$ cat config.mk
export PLATFORM = sky130hd
export DESIGN_NAME = nvc_controller
export DESIGN_NICKNAME = d
export VERILOG_FILES = /design/src/logic/nvc_pkg.sv /design/src/logic/nvc_controller.sv
export SDC_FILE = /design/constraint.sdc
export NUM_CORES = 1
export LEC_CHECK = 0
export BUFFER_PORTS_ARGS = -buffer_cell sky130_fd_sc_hd__clkbuf_2
export CAP_MARGIN = 40
export CORE_UTILIZATION = 55
export CTS_CLUSTER_SIZE = 24
export DETAILED_ROUTE_END_ITERATION = 10
export GPL_TIMING_DRIVEN = 0
export PLACE_DENSITY = 0.86
export SLEW_MARGIN = 15
export SYNTH_ARGS = -nofsm -noshare
export SYNTH_HDL_FRONTEND = slang
export SYNTH_SLANG_ARGS = --single-unit
$ cat constraint.sdc
create_clock -name core_clk -period 4.16 [get_ports core_clk]
set_clock_uncertainty 0.15 [all_clocks]
set_input_delay 0.208 -clock core_clk [delete_from_list [all_inputs] [get_ports core_clk]]
set_output_delay 0.208 -clock core_clk [all_outputs]
set_load 0.02 [all_outputs]
$ cat src/logic/nvc_pkg.sv
// Package for the serial nonvolatile memory access controller: constants, types
package nvc_pkg;

	// ----------------------------------------------------------------
	// Register map and field layout
	// ----------------------------------------------------------------
	localparam logic [7:0] NVC_REG_OFS = 8'h3C;
	localparam int NVC_BUSY_BIT = 31;
	localparam int NVC_CMD_HI = 31;
	localparam int NVC_CMD_LO = 29;
	localparam int NVC_FAIL_BIT = 28;
	localparam int NVC_DATA_HI = 23;
	localparam int NVC_DATA_LO = 16;
	localparam int NVC_CMD_LANE = 3;
	localparam int NVC_DATA_LANE = 2;
	localparam int NVC_HI_BITS = 3;
	localparam int NVC_ROM_AW = 11;

	// Commands in bits 31:29; any code with bit 31 clear is the dummy command
	localparam logic [2:0] NVC_CMD_LOAD_LO = 3'h4;
	localparam logic [2:0] NVC_CMD_LOAD_HI = 3'h5;
	localparam logic [2:0] NVC_CMD_BEGIN_WR = 3'h6;
	localparam logic [2:0] NVC_CMD_BEGIN_RD = 3'h7;

	// ----------------------------------------------------------------
	// Serial link timing and framing
	// ----------------------------------------------------------------
	localparam logic [8:0] NVC_SCL_DIV = 9'h125;
	localparam logic [8:0] NVC_SCL_LAST = NVC_SCL_DIV - 9'h001;
	localparam logic [8:0] NVC_SCL_QTR = NVC_SCL_DIV >> 2;
	localparam logic [8:0] NVC_SCL_HALF = NVC_SCL_DIV >> 1;
	localparam logic [8:0] NVC_SCL_SAMPLE = NVC_SCL_HALF + NVC_SCL_QTR;
	localparam logic [3:0] NVC_ACK_SLOT = 4'h8;
	localparam logic [3:0] NVC_DEV_TYPE = 4'hA;
	localparam logic [10:0] NVC_BOOT_FIRST = 11'h040;
	localparam logic [6:0] NVC_BOOT_LEN = 7'h40;
	localparam logic [6:0] NVC_ROM_LEN = 7'h04;
	localparam logic [6:0] NVC_REG_LEN = 7'h01;

	// ----------------------------------------------------------------
	// Types
	// ----------------------------------------------------------------
	typedef enum logic [1:0] {SEL_NONE, SEL_LO, SEL_HI, SEL_WDATA} nvc_sel_t;
	typedef enum logic [1:0] {SRC_HOST, SRC_ADDON, SRC_ROM, SRC_BOOT} nvc_src_t;
	typedef enum logic [1:0] {ENG_IDLE, ENG_START, ENG_BIT, ENG_STOP} nvc_eng_t;
	typedef enum logic [2:0] {
		STEP_CTRL_W, STEP_ADDR, STEP_DATA, STEP_CTRL_R, STEP_READ, STEP_POLL
	} nvc_step_t;
	typedef enum logic [1:0] {ROM_IDLE, ROM_FETCH, ROM_READY} nvc_rom_t;

	// One register access port: host side and add-on side alike
	typedef struct packed {
		logic wr;
		logic rd;
		logic [7:0] addr;
		logic [3:0] be;
		logic [31:0] data;
	} nvc_req_t;

	// Decoded expansion ROM window cycle from the bus target
	typedef struct packed {
		logic rd;
		logic wr;
		logic [31:0] addr;
	} nvc_rom_req_t;

	// Per-side access control register state
	typedef struct packed {
		nvc_sel_t sel;
		logic [7:0] addr_lo;
		logic [NVC_HI_BITS-1:0] addr_hi;
		logic [7:0] wdata;
		logic [7:0] rdata;
		logic busy;
		logic fail;
		logic op_rd;
	} nvc_side_t;

endpackage

$ cat src/logic/nvc_controller.sv
// Serial nonvolatile memory access controller: two register ports, ROM window, boot read
// ----------------------------------------------------------------
// How it works
// - ROM window read fetches four memory bytes and packs them into one word.
// - ROM window writes are acknowledged and their data thrown away.
// - Control register at 3Ch: command 31:29, fail 28, address/data 23:16.
// - First window read gets Retry and starts fetch at address bits 10:2 with bits 1:0 cleared.
// - Once fetched, only the same address completes, with target ready and data.
// - Other addresses or early repeats of the window read get Retry again.
// - Stuck window fetch blocks window reads only; both registers keep working.
// - Window covers a 2K region mapped straight onto the memory.
// - After reset release, memory bytes 40h to 7Fh are read automatically.
// - Command 0xx dummy (selects write data), 100 low address, 101 high address, 110 write, 111 read.
// - Begin read or write sets bit 31 busy until the operation ends.
// - Command and byte may come in one write or in two separate writes.
// - Only one of the low, high and write-data load selects is active.
// - Data writes overwrite the address or write-data byte chosen by the active select.
// - Address is 11 bits; only three low bits of the high byte kept.
// - Dummy command selects write data loading until another command arrives.
// - Begin write drops data select, sets busy and writes the stored byte.
// - Missing acknowledge sets bit 28 until the next operation starts.
// - After a write, poll the memory until it acknowledges, then clear busy.
// - Add-on register behaves like the host one, with extra retiming latency.
// - Commands from both sides queue; no guard against mutual overwrites.
// - Finished read shows the memory byte in bits 23:16.
// - Serial clock is the core clock divided by 293.
// - Memory addressed with address bits 10:8 in the strap bit positions; sole master, no arbitration.
// - Clock and data lines released whenever no memory access runs.
// ----------------------------------------------------------------
`timescale 1ns/1ps
module nvc_controller (
	input wire logic core_clk,
	input wire logic rst_n,
	input wire nvc_pkg::nvc_req_t host_req,
	output logic [31:0] host_rdata,
	input wire nvc_pkg::nvc_req_t addon_req,
	output logic [31:0] addon_rdata,
	input wire logic rom_enable,
	input wire logic [31:0] rom_base,
	input wire nvc_pkg::nvc_rom_req_t rom_req,
	output logic rom_retry,
	output logic rom_trdy,
	output logic rom_wr_ack,
	output logic [31:0] rom_data,
	output logic cfg_valid,
	output logic [6:0] cfg_addr,
	output logic [7:0] cfg_data,
	output logic boot_done,
	output logic boot_fail,
	input wire logic scl_in,
	output logic scl_out,
	output logic scl_oe,
	input wire logic sda_in,
	output logic sda_out,
	output logic sda_oe
);
	import nvc_pkg::*;

	// ----------------------------------------------------------------
	// State
	// ----------------------------------------------------------------
	typedef struct packed {
		nvc_side_t host;
		nvc_side_t addon;
		nvc_req_t addon_d1;
		nvc_req_t addon_d2;
		logic [31:0] host_rdata;
		logic [31:0] addon_rdata;
		nvc_src_t [2:0] q;
		logic [1:0] qn;
		nvc_eng_t eng;
		nvc_step_t step;
		nvc_src_t src;
		logic [8:0] cnt;
		logic [3:0] bitn;
		logic [7:0] sh;
		logic rxbit;
		logic again;
		logic op_rd;
		logic [10:0] addr;
		logic [7:0] wbyte;
		logic [6:0] left;
		logic [1:0] bidx;
		nvc_rom_t rom_st;
		logic [31:0] rom_la;
		logic [3:0][7:0] rom_buf;
		logic rom_retry;
		logic rom_trdy;
		logic rom_wr_ack;
		logic boot_act;
		logic boot_done;
		logic boot_fail;
		logic cfg_valid;
		logic [6:0] cfg_addr;
		logic [7:0] cfg_data;
		logic scl_oe;
		logic sda_oe;
	} nvc_state_t;

	nvc_state_t r;
	nvc_state_t n;
	logic host_go;
	logic addon_go;
	logic rom_go;
	logic rom_hit;
	logic sym_end;
	logic [1:0] qi;

	// ----------------------------------------------------------------
	// Register port helpers, shared by both sides
	// ----------------------------------------------------------------
	// Command decode first, then the data lane under the new select
	function automatic nvc_side_t side_write(nvc_side_t s, nvc_req_t q);
		nvc_side_t o;
		logic [2:0] cmd;
		logic [7:0] d;
		o = s;
		cmd = q.data[NVC_CMD_HI:NVC_CMD_LO];
		d = q.data[NVC_DATA_HI:NVC_DATA_LO];
		if (q.wr && q.addr == NVC_REG_OFS) begin
			if (q.be[NVC_CMD_LANE]) begin
				if (!cmd[2]) begin
					o.sel = SEL_WDATA;
				end else begin
					unique case (cmd)
						NVC_CMD_LOAD_LO: o.sel = SEL_LO;
						NVC_CMD_LOAD_HI: o.sel = SEL_HI;
						NVC_CMD_BEGIN_WR: begin
							o.sel = SEL_NONE;
							if (!s.busy) begin
								if (q.be[NVC_DATA_LANE]) begin
									o.wdata = d;
								end
								o.busy = 1'b1;
								o.op_rd = 1'b0;
							end
						end
						NVC_CMD_BEGIN_RD: begin
							o.sel = SEL_NONE;
							if (!s.busy) begin
								o.busy = 1'b1;
								o.op_rd = 1'b1;
							end
						end
					endcase
				end
			end
			if (q.be[NVC_DATA_LANE]) begin
				unique case (o.sel)
					SEL_LO: o.addr_lo = d;
					SEL_HI: o.addr_hi = d[NVC_HI_BITS-1:0];
					SEL_WDATA: o.wdata = d;
					SEL_NONE: o.sel = SEL_NONE;
				endcase
			end
		end
		return o;
	endfunction

	// Status word; bits 30:29 and the unused bits read as zero
	function automatic logic [31:0] side_word(nvc_side_t s);
		logic [31:0] w;
		w = '0;
		w[NVC_BUSY_BIT] = s.busy;
		w[NVC_FAIL_BIT] = s.fail;
		w[NVC_DATA_HI:NVC_DATA_LO] = s.rdata;
		return w;
	endfunction

	// ----------------------------------------------------------------
	// Next state
	// ----------------------------------------------------------------
	always_comb begin
		n = r;
		qi = 2'h0;
		n.rom_retry = 1'b0;
		n.rom_trdy = 1'b0;
		n.rom_wr_ack = 1'b0;
		n.cfg_valid = 1'b0;

		// Add-on requests pass two retiming stages before use
		n.addon_d1 = addon_req;
		n.addon_d2 = r.addon_d1;
		n.host = side_write(r.host, host_req);
		n.addon = side_write(r.addon, r.addon_d2);
		host_go = n.host.busy && !r.host.busy;
		addon_go = n.addon.busy && !r.addon.busy;
		if (host_req.rd) begin
			n.host_rdata = (host_req.addr == NVC_REG_OFS) ? side_word(r.host) : '0;
		end
		if (r.addon_d2.rd) begin
			n.addon_rdata = (r.addon_d2.addr == NVC_REG_OFS) ? side_word(r.addon) : '0;
		end

		// Expansion ROM window: only a hit inside the 2K region is served
		rom_hit = rom_enable &&
			rom_req.addr[31:NVC_ROM_AW] == rom_base[31:NVC_ROM_AW];
		rom_go = 1'b0;
		if (rom_hit && rom_req.wr) begin
			n.rom_wr_ack = 1'b1;
		end
		if (rom_hit && rom_req.rd) begin
			unique case (r.rom_st)
				ROM_IDLE: begin
					n.rom_retry = 1'b1;
					n.rom_la = rom_req.addr;
					n.rom_st = ROM_FETCH;
					rom_go = 1'b1;
				end
				ROM_FETCH: n.rom_retry = 1'b1;
				ROM_READY: begin
					if (rom_req.addr == r.rom_la) begin
						n.rom_trdy = 1'b1;
						n.rom_st = ROM_IDLE;
					end else begin
						n.rom_retry = 1'b1;
					end
				end
				default: n.rom_st = ROM_IDLE;
			endcase
		end

		// Arrival queue; the engine takes its head when free
		if (r.eng == ENG_IDLE && !r.boot_act && r.qn != 2'h0) begin
			n.src = r.q[0];
			n.q[0] = r.q[1];
			n.q[1] = r.q[2];
			n.qn = r.qn - 2'h1;
			n.eng = ENG_START;
			n.step = STEP_CTRL_W;
			n.cnt = '0;
			n.again = 1'b0;
			unique case (r.q[0])
				SRC_HOST: begin
					n.addr = {r.host.addr_hi, r.host.addr_lo};
					n.wbyte = r.host.wdata;
					n.op_rd = r.host.op_rd;
					n.left = NVC_REG_LEN;
					n.host.fail = 1'b0;
				end
				SRC_ADDON: begin
					n.addr = {r.addon.addr_hi, r.addon.addr_lo};
					n.wbyte = r.addon.wdata;
					n.op_rd = r.addon.op_rd;
					n.left = NVC_REG_LEN;
					n.addon.fail = 1'b0;
				end
				default: begin
					n.addr = {r.rom_la[NVC_ROM_AW-1:2], 2'b00};
					n.op_rd = 1'b1;
					n.left = NVC_ROM_LEN;
					n.bidx = 2'h0;
				end
			endcase
		end
		qi = n.qn;
		if (host_go) begin
			n.q[qi] = SRC_HOST;
			qi = qi + 2'h1;
		end
		if (addon_go) begin
			n.q[qi] = SRC_ADDON;
			qi = qi + 2'h1;
		end
		if (rom_go) begin
			n.q[qi] = SRC_ROM;
			qi = qi + 2'h1;
		end
		n.qn = qi;

		// Serial engine: each symbol spans one divided clock period
		sym_end = r.cnt == NVC_SCL_LAST;
		if (r.eng != ENG_IDLE) begin
			n.cnt = sym_end ? '0 : r.cnt + 9'h001;
		end
		unique case (r.eng)
			ENG_IDLE: begin
				n.scl_oe = 1'b0;
				n.sda_oe = 1'b0;
			end
			ENG_START: begin
				n.scl_oe = r.cnt < NVC_SCL_QTR;
				n.sda_oe = r.cnt >= NVC_SCL_HALF;
				if (sym_end) begin
					n.eng = ENG_BIT;
					n.bitn = '0;
					n.sh = {NVC_DEV_TYPE, r.addr[10:8], r.step == STEP_CTRL_R};
				end
			end
			ENG_BIT: begin
				n.scl_oe = r.cnt < NVC_SCL_HALF;
				// Data moves only a quarter period into the low phase
				if (r.cnt >= NVC_SCL_QTR) begin
					if (r.bitn < NVC_ACK_SLOT) begin
						n.sda_oe = r.step != STEP_READ && !r.sh[7];
					end else begin
						n.sda_oe = r.step == STEP_READ && r.left != NVC_REG_LEN;
					end
				end
				if (r.cnt == NVC_SCL_SAMPLE) begin
					n.rxbit = sda_in;
				end
				if (sym_end && r.bitn < NVC_ACK_SLOT) begin
					n.sh = {r.sh[6:0], r.rxbit};
					n.bitn = r.bitn + 4'h1;
				end else if (sym_end) begin
					n.bitn = '0;
					if (r.step == STEP_READ) begin
						n.addr = r.addr + 11'h001;
						n.left = r.left - 7'h01;
						n.eng = (r.left == NVC_REG_LEN) ? ENG_STOP : ENG_BIT;
						unique case (r.src)
							SRC_HOST: n.host.rdata = r.sh;
							SRC_ADDON: n.addon.rdata = r.sh;
							SRC_ROM: begin
								n.rom_buf[r.bidx] = r.sh;
								n.bidx = r.bidx + 2'h1;
							end
							SRC_BOOT: begin
								n.cfg_valid = 1'b1;
								n.cfg_addr = r.addr[6:0];
								n.cfg_data = r.sh;
							end
						endcase
					end else if (r.rxbit) begin
						n.eng = ENG_STOP;
						if (r.step == STEP_POLL) begin
							n.again = 1'b1;
						end else begin
							unique case (r.src)
								SRC_HOST: n.host.fail = 1'b1;
								SRC_ADDON: n.addon.fail = 1'b1;
								SRC_BOOT: n.boot_fail = 1'b1;
								SRC_ROM: n.again = 1'b0;
							endcase
						end
					end else begin
						unique case (r.step)
							STEP_CTRL_W: begin
								n.step = STEP_ADDR;
								n.sh = r.addr[7:0];
							end
							STEP_ADDR: begin
								if (r.op_rd) begin
									n.step = STEP_CTRL_R;
									n.eng = ENG_START;
								end else begin
									n.step = STEP_DATA;
									n.sh = r.wbyte;
								end
							end
							STEP_DATA: begin
								n.eng = ENG_STOP;
								n.again = 1'b1;
							end
							STEP_CTRL_R: n.step = STEP_READ;
							STEP_POLL: n.eng = ENG_STOP;
							default: n.eng = ENG_STOP;
						endcase
					end
				end
			end
			ENG_STOP: begin
				n.scl_oe = r.cnt < NVC_SCL_HALF;
				n.sda_oe = (r.cnt < NVC_SCL_QTR) ? r.sda_oe : r.cnt < NVC_SCL_SAMPLE;
				if (sym_end && r.again) begin
					n.again = 1'b0;
					n.step = STEP_POLL;
					n.eng = ENG_START;
				end else if (sym_end) begin
					n.eng = ENG_IDLE;
					unique case (r.src)
						SRC_HOST: n.host.busy = 1'b0;
						SRC_ADDON: n.addon.busy = 1'b0;
						SRC_ROM: n.rom_st = ROM_READY;
						SRC_BOOT: begin
							n.boot_act = 1'b0;
							n.boot_done = 1'b1;
						end
					endcase
				end
			end
		endcase
	end

	// ----------------------------------------------------------------
	// State register; reset launches the boot read at once
	// ----------------------------------------------------------------
	always_ff @(posedge core_clk or negedge rst_n) begin
		if (!rst_n) begin
			r <= '0;
			r.eng <= ENG_START;
			r.src <= SRC_BOOT;
			r.step <= STEP_CTRL_W;
			r.addr <= NVC_BOOT_FIRST;
			r.left <= NVC_BOOT_LEN;
			r.op_rd <= 1'b1;
			r.boot_act <= 1'b1;
		end else begin
			r <= n;
		end
	end

	// Outputs straight from the state register; pins only ever pull low
	assign host_rdata = r.host_rdata;
	assign addon_rdata = r.addon_rdata;
	assign rom_retry = r.rom_retry;
	assign rom_trdy = r.rom_trdy;
	assign rom_wr_ack = r.rom_wr_ack;
	assign rom_data = r.rom_buf;
	assign cfg_valid = r.cfg_valid;
	assign cfg_addr = r.cfg_addr;
	assign cfg_data = r.cfg_data;
	assign boot_done = r.boot_done;
	assign boot_fail = r.boot_fail;
	assign scl_out = r.op_rd & 1'b0;
	assign scl_oe = r.scl_oe;
	assign sda_out = r.op_rd & 1'b0;
	assign sda_oe = r.sda_oe;

endmodule

* Yosys cells after proc, flatten, opt, wreduce, memory -nomap -nowiden
Index checks and enable logic that the tools add are counted.
** Operators by class
- Order comparisons :: 14
- Equality and inequality tests :: 49
- Reductions and logical operators :: 58
- Bitwise logic cells :: 12
- Add/sub/neg operators :: 9
- Mux-type cells :: 161
** Operators by type and width (number)
- 8-bit two-way mux :: 18
- 32-bit two-way mux :: 3
- 16-bit two-way mux :: 5
- 1-bit two-way mux :: 57
- 2-bit two-way mux :: 28
- 9-bit two-way mux :: 6
- 12-bit one-hot mux with 2 select lines :: 2
- 11-bit two-way mux :: 4
- 21-bit two-way mux :: 2
- 12-bit two-way mux :: 3
- 34-bit two-way mux :: 1
- 32-bit bitwise mux :: 1
- 32-bit == test :: 1
- 8-bit one-hot mux with 2 select lines :: 2
- 3-bit == test (second input constant) :: 10
- 30-bit two-way mux :: 1
- 2-bit one-hot mux with 3 select lines :: 4
- 22-bit two-way mux :: 1
- 21-bit == test :: 1
- 5-bit AND reduction :: 4
- 2-bit == test (second input constant) :: 9
- 9-bit by 8-bit < comparator with 1-bit output (second input constant) :: 2
- 3-bit two-way mux :: 6
- 6-bit two-way mux :: 3
- other kinds (49) :: 129
** Word-level totals
- Output and inout bits :: 121
- Bits of input ports :: 163
- Logic and storage cells :: 365
- Register bits :: 377

* Depth between registers and ports, before layout
Gate-level depths: netlist of the first run.
- Depth in word-level cells :: 17
- Mapped depth :: 15
- Depth with buffers taken out :: 15

* Worst setup path after synthesis of the first run
Ideal clock, no wire load.
- Kind :: reg-to-reg
- From :: register r[149] in the netlist's numbering
- To :: register r[155] in the netlist's numbering
- Path slack :: 0.983 ns
- Clock period less this slack :: 3.177 ns
- Stages on the path, launching flop included :: 15
- Required time :: 3.891 ns
- Data arrival time :: 2.908 ns
- Path through :: dfrtp_1 > inv_1 > ha_1 > or4_1 > mux2_2 > ha_1 > mux2i_1 > inv_1 > ha_1 > nor3_1 > a21oi_1 > inv_1 > ha_1 > inv_1 > o21ba_2
** RTL lines
- start: declaration :: RTL line nvc_controller.sv:100 : nvc_state_t r;
- start signal: assignment :: RTL line nvc_controller.sv:400 : r <= n;

==> impl_metrics.tcl, run 1 <==
set metrics [dict create \
    clock_latency_ns 0.54 \
    r2r-end "r[156]" \
    maxSlewHeadroom_pct 39.8 \
    dp_slack_ns 0.534 \
    sw_frac_of_total_pct 28.4 \
    slew_viol_final 0 \
    gr-usage-all-layers_pct 25.6 \
    syn_avg_cell_area_um2 11.6 \
    yosysUniqueCellTypes 78 \
    stdcell_count 1865 \
    vdd_drop_max_mv 0.327 \
    start_kind "flip-flop" \
    internal_power_mw 4.96 \
    synth_area_um2 13900 \
    path_clk_slew_ns 0.06 \
    clkPwrFrac_pct 36.5 \
    postCtsSetupBuffers 0 \
    crit_arrival_ns 3.88 \
    cts_sinks 287 \
    synthMostInstantiatedCell "dfrtp_1" \
    reg2reg_depth 15 \
    crit_path_cell_trace "inv_1 > ha_1 > nor4_4 > xnor2_1 > inv_1 > ha_1 > mux2i_1 > inv_1 > ha_1 > nor3_1 > a21oi_1 > inv_1 > ha_1 > inv_1 > o21ai_0" \
    clockRootBuffer "clkbuf_16" \
    cts_buffer_depth 3 \
    post-route-period-util_pct 87.6 \
    r2r_slack_ns 0.52 \
    rows 57 \
    antenna_cells 0 \
    whs_endpoint "host_rdata[31]" \
    grt_pass1_vias 10300 \
    cpMostUsedCell "inv_1" \
    drv_cap 0 \
    fp.dieW_um 161 \
    status "finished, final reports clean" \
    synthTopCellsByCount "280 x dfrtp_1, 162 x mux2_2, 115 x buf_4, 79 x nand2_1, 57 x o21ai_0" \
    gp_congestion 0.913 \
    hold_ws_ns 0.0277 \
    yosysSeqAreaShare_pct 51.8 \
    syn2layout_area_growth_pct 23.2 \
    finalWorstPathRequiredPeriod_ns 3.64 \
    fin_util_pct 69.6 \
    final_area_um2 17100 \
    hold_start "host_req[44]" \
    min_path_type "in2reg" \
    p_leak_nw 8.52 \
    grt_pass1_wl_mm 52.8 \
    dr.first_iter.drc_count 718 \
    crit_path_max_fanout 10 \
    ys_ff_latch 287 \
    setup_ws_ns 0.515 \
    crit_slowest_cell "nor4_4" \
    portBuffers 179 \
    core_area_um2 24500 \
    setup_tns_ns 0 \
    wl_per_cell_um 17.4 \
    synth_top_flop_cell "dfrtp_1" \
    power_density_nw_per_um2 406 \
    p_seq_share_pct 44.9 \
    grt_max_degree 102 \
    yosysWarnings 0 \
    p_comb_share_pct 18.6 \
    async_flop_share_pct 100 \
    cts_buffers 28 \
    fill_cells 1733 \
    synth_top_cell_by_area "dfrtp_1" \
    routed_wl_mm 32.4 \
    placed_area_um2 15400 \
    place_inst 1742 \
    htreeDepth 1 \
    worst_pin_slew_ns 0.896 \
    multiInputGateArea_um2 5640 \
    hold_viol 0 \
    rsz0062_at_grt "false" \
    cts_tree "built" \
    r2r_start "r[149]" \
    worst-path-buf-inv 5 \
    hpwl_mm 22.0 \
    ant_nets 0 \
    netlist_top_cells_area "dfrtp_1 51%, mux2_2 13%, buf_4 6.2%, xnor2_1 3.0%, nand2_1 2.1%" \
    synth_edf_count 0 \
    fmax_mhz 274 \
    critical-path-top-delay-family "adder cells" \
    antenna_found_initial 0 \
    power.switching_mw 1.97 \
    die_h_um 161 \
    final_nets 1707 \
    synthCells 1191 \
    io_pins 284 \
    overflow 0 \
    hold_depth 4 \
    synth_top_area_share_pct 50.5 \
    drtPass1Iterations 5 \
    finalSetupViolCount 0 \
    post-route-drc-count 0 \
    p_total_mw 6.93 \
    initial_core_util_pct 56.5 \
    end_kind "flip-flop" \
    crit_required_ns 4.40 \
    slowest_delay_ns 0.54 \
    vias_per_cell 5.44 \
    vias 10100 \
    die_area_um2 25900 \
    regArea_um2 7190 \
    layout-drive-gt1-share_pct 35.6 \
    critPathKind "reg2reg" \
]
## worst max path at each step
stage | from | depth (start not counted) | slack (ns) | end
2_1_floorplan | r[149] | 14 | 0.98 | r[155]
3_3_place_gp | rst_n | 1 | -3.02 | rom_data[11]
3_5_place_dp | r[149] | 14 | 0.53 | r[151]
4_1_cts | r[149] | 15 | 0.50 | r[156]
5_1_grt | r[149] | 14 | 0.22 | r[153]
6_report | r[149] | 15 | 0.52 | r[156]
## state kept, by name (all words and copies together) (netlist names)
name and flops:
r 189, rom_data 32, n 23, addon_rdata 10
host_rdata 10, cfg_data 8, cfg_addr 7, boot_done 1
boot_fail 1, cfg_valid 1, rom_retry 1, rom_trdy 1
rom_wr_ack 1, scl_oe 1, sda_oe 1
## repair_timing
item / 4_1_cts / 5_1_grt
hold buffers: 74 / 0
resized for setup: 0 / 0
hold endpoints to repair: 175 / 0
## per-layer routing
metal | global-route usage, % | wire (um)
met5 | 0 | 0
met4 | 9.82 | 1110
met3 | 2.89 | 1330
met2 | 43.9 | 16200
met1 | 33.3 | 13800
## tightest hold or removal path, delay by kind of cell
| kind | cells | cell delay [ns] |
|---|---|---|
| AOI/OAI and AO/OA | 1 | 0.20 |
| buffers and inverters | 2 | 0.15 |
| and+or+nand+nor | 1 | 0.12 |
## final cells by class
class	count	share of cell area (%)
flip-flops and latches	287	42.1
inverters	38	0.835
repair buffers	256	9.98
clock buffers	37	4.72
plain buffers	164	6.24
well taps	324	2.37
multi-input cells	747	33.0
clock inverters	12	0.711
## power by group through the flow
stage / registers, mW / clock network (mW) / logic [mW]
after detailed placement: 3.15 / 0 / 1.21
after global routing: 3.13 / 2.68 / 1.44
after floorplan: 3.11 / 0 / 0.866
final: 3.11 / 2.53 / 1.29
after CTS: 3.10 / 2.56 / 1.28
after global placement: 3.15 / 0 / 1.17
## layout by cell type, fill, tap and decap left out, drive strengths merged, types with 3 or more instances in the layout
cell type	Yosys	final
or2	3	3
nand4	23	23
o211ai	5	5
conb	1	46
inv	38	39
dfstp	7	7
xor2	13	13
xnor2	48	48
o31ai	7	7
a21oi	34	34
nand4b	4	4
mux2	162	162
clkinvlp	0	3
nand2b	13	13
nor3	14	14
buf	129	132
nand3	25	25
a311oi	3	3
a22o	17	17
dlygate4sd3	0	74
a21o	4	4
dfrtp	280	280
ha	22	22
clkbuf	35	251
o21ai	57	57
nand2	83	83
nor3b	4	4
and3	12	12
mux2i	29	29
nor4	10	10
nand4bb	4	4
clkinv	0	6
o22ai	5	5
nor2	42	42
nor4b	3	3
nor2b	7	7
o21bai	3	3
a31oi	8	8
## cells by family (layout without fill, tap and decap cells)
family          Yosys count  in the layout  synth area share [%]
other cells               1             46                0.0270
buf+inv                 202            507                  8.72
flops                   287            287                  51.8
fa+ha+maj                22             22                  1.98
compound gates          168            168                  7.85
mux                     191            191                  15.2
simple gates            259            259                  10.4
xor+xnor                 61             61                  3.96
No activity file was read; power rests on OpenSTA's default activity.
==> run 2, diff against run 1 <==
--- a/config.mk
+++ b/config.mk
@@ -5,6 +5,7 @@
 export SDC_FILE = /design/constraint.sdc
 export NUM_CORES = 1
 export LEC_CHECK = 0
+export ABC_AREA = 1
 export BUFFER_PORTS_ARGS = -buffer_cell sky130_fd_sc_hd__clkbuf_2
 export CAP_MARGIN = 40
 export CORE_UTILIZATION = 55
==> run 2 against run 1 <==
Setup slack improved by 0.28 ns; cell count increased by 33%; first-iteration DRC count increased by 76%; critical endpoint is now r[150]; highest routed layer unchanged.
==> impl_metrics.tcl, run 2 <==
set metrics [dict create \
    setup_tns_ns 0 \
    top_layer "met4" \
    synth_area_um2 14500 \
    met3WireLength_mm 1.82 \
    syn_avg_cell_area_um2 8.10 \
    rows 59 \
    dp_slack_ns 0.829 \
    vias_per_cell 5.20 \
    synth_top_family_by_area "simple AND/OR/NAND/NOR gates" \
    rsz0062_at_grt "false" \
    start_kind "flip-flop" \
    p_total_mw 5.93 \
    grt_pass1_vias 12400 \
    syn2layout_area_growth_pct 22.7 \
    synth_top_area_share_pct 48.4 \
    cts_sinks 287 \
    final_nets 2306 \
    power_density_nw_per_um2 334 \
    synth.area.mux_share_pct 0 \
    end_kind "flip-flop" \
    vdd_drop_max_mv 0.397 \
    multiInputGateArea_um2 5620 \
    portBuffers 178 \
    fill_cells 2036 \
    synth-xor-area-share_pct 1.93 \
    io_pins 284 \
    post-route-period-util_pct 81.0 \
    ant_nets 0 \
    p_leak_nw 9.26 \
    clock_latency_ns 0.55 \
    htreeDepth 1 \
    drv_cap 0 \
    ys_ff_latch 287 \
    layout-drive-gt1-share_pct 19.0 \
    min_path_type "in2reg" \
    gp_congestion 0.939 \
    vias 12900 \
    synth_top_flop_cell "dfrtp_1" \
    fp.dieW_um 164 \
    core_area_um2 26000 \
    cts_buffers 29 \
    die_area_um2 27000 \
    synth-compound-area-share_pct 8.89 \
    yosysWarnings 0 \
    final_cell_mix "489 x nand2_1, 280 x dfrtp_1, 195 x inv_1, 177 x clkbuf_2, 166 x nand3_1" \
    cts_tree "built" \
    wl_per_cell_um 15.2 \
    slew_viol_final 0 \
    critPathKind "reg2reg" \
    synthCells 1790 \
    hold_viol 0 \
    post-route-drc-count 0 \
    antenna_found_initial 0 \
    async_flop_share_pct 100 \
    hpwl_mm 26.4 \
    crit_path_max_fanout 7 \
    met2_length_mm 18.9 \
    grt_max_degree 106 \
    synth_top_cell_by_area "dfrtp_1" \
    regArea_um2 7190 \
    met1_length_mm 15.4 \
    dr.first_iter.drc_count 1265 \
    synthMostInstantiatedCell "nand2_1" \
    routed_wl_mm 37.7 \
    worst_pin_slew_ns 0.761 \
    yosysUniqueCellTypes 49 \
    place_inst 2350 \
    fmax_mhz 297 \
    initial_core_util_pct 55.8 \
    netlist_top_cells_area "dfrtp_1 48%, nand2_1 13%, buf_4 6.0%, nand3_1 5.7%, inv_1 5.1%" \
    antenna_cells 0 \
    crit_required_ns 4.43 \
    clockRootBuffer "clkbuf_16" \
    stdcell_count 2478 \
    gr-usage-all-layers_pct 28.4 \
    synth_fa_ha_area_share_pct 1.90 \
    final_common_cell "nand2_1" \
    overflow 0 \
    setup_ws_ns 0.791 \
    fin_util_pct 68.4 \
    status "finished, final reports clean" \
    synthTopCellsByCount "489 x nand2_1, 280 x dfrtp_1, 195 x inv_1, 166 x nand3_1, 136 x o21ai_0" \
    finalWorstPathRequiredPeriod_ns 3.37 \
    yosysSeqAreaShare_pct 49.6 \
    synth-simple-area-share_pct 24.9 \
    finalSetupViolCount 0 \
    crit_arrival_ns 3.64 \
    die_h_um 164 \
    cts_buffer_depth 3 \
    grt_pass1_wl_mm 60.6 \
    top_register "r" \
    maxSlewHeadroom_pct 49.3 \
    drtPass1Iterations 5 \
    path_clk_slew_ns 0.07 \
    largest_reg_flops 189 \
    synth_edf_count 0 \
]
[run 2: changes by cell type after synthesis, sizes merged, moves of 13 or more]
| cell | delta |
|---|---|
| inv | +164 |
| a22o | -16 |
| nor2 | +81 |
| nand3 | +143 |
| or2 | +16 |
| o21ai | +111 |
| mux2 | -162 |
| nand2b | -13 |
| xnor2 | -25 |
| mux2i | -29 |
| nand2 | +410 |
[run 2: worst max-delay path, cell delays in order (launching register included)]
cell and delay, ns:
dfrtp_1 0.46, nor2_2 0.34, nand2_1 0.16, nand2_1 0.09, o21a_1 0.16, inv_1 0.07, ha_1 0.26, o21ai_0 0.30
inv_1 0.13, ha_1 0.28, inv_1 0.06, nand2_1 0.05, nand2_1 0.17, inv_1 0.10, ha_1 0.28, inv_1 0.03
nand3_1 0.07, nand2_1 0.09
[run 2: metrics by stage]
stage,instance area (um2),hold slack [ns]
CTS,17800,0.0202
floorplan,14700,-0.238
global placement,16000,0.166
global route,17800,0.0490
detailed placement,16000,0.164
finish,17800,0.0281
[run 2: layer usage]
layer,track usage (%),vias up
li1,-,6243
met1,35.4,6080
met2,50.2,454
met3,3.28,104
met4,11.2,0
met5,0,-
[run 2: power breakdown]
part | leakage, nW | switching (mW) | total, mW | internal, mW
Sequential | 3.84 | 0.0145 | 2.83 | 2.82
Combinational | 4.94 | 0.215 | 0.371 | 0.157
Clock | 0.477 | 1.12 | 2.72 | 1.60
Total | 9.26 | 1.35 | 5.93 | 4.58
[run 2: logic make-up after synthesis]
family                   Yosys count
flip-flops                       287
AO/OA/AOI/OAI                    237
other                              1
AND/OR/NAND/NOR                  846
buffers and inverters            365
XOR/XNOR                          32
adder cells (fa/ha/maj)           22
[run 2: path summary, 6_finish.rpt]
check,start,end,slack (ns),cells past startpoint
min in group asynchronous,rst_n,rom_data[5],0.13,2
setup / recovery,r[148],r[150],0.79,17
setup reg to reg,r[148],r[150],0.79,17
hold / removal,rom_base[22],rom_wr_ack,0.03,6
hold reg to reg,n[264],r[264],0.19,0
max in group asynchronous,rst_n,n[259],2.73,3
[run 2: repair_timing]
| action | in CTS | in global routing |
|---|---|---|
| endpoints found under the hold margin | 176 | 0 |
| setup buffers | 0 | 0 |
| resized for setup | 0 | 0 |
| hold buffers | 75 | 0 |
[run 2: layout make-up]
class | instances | share of cell area (%)
clock inverters | 14 | 1.13
well taps | 335 | 2.36
repair buffers | 255 | 9.59
plain buffers | 162 | 6.12
inverters | 203 | 4.29
flip-flops and latches | 287 | 40.4
clock buffers | 39 | 4.46
multi-input cells | 1183 | 31.6
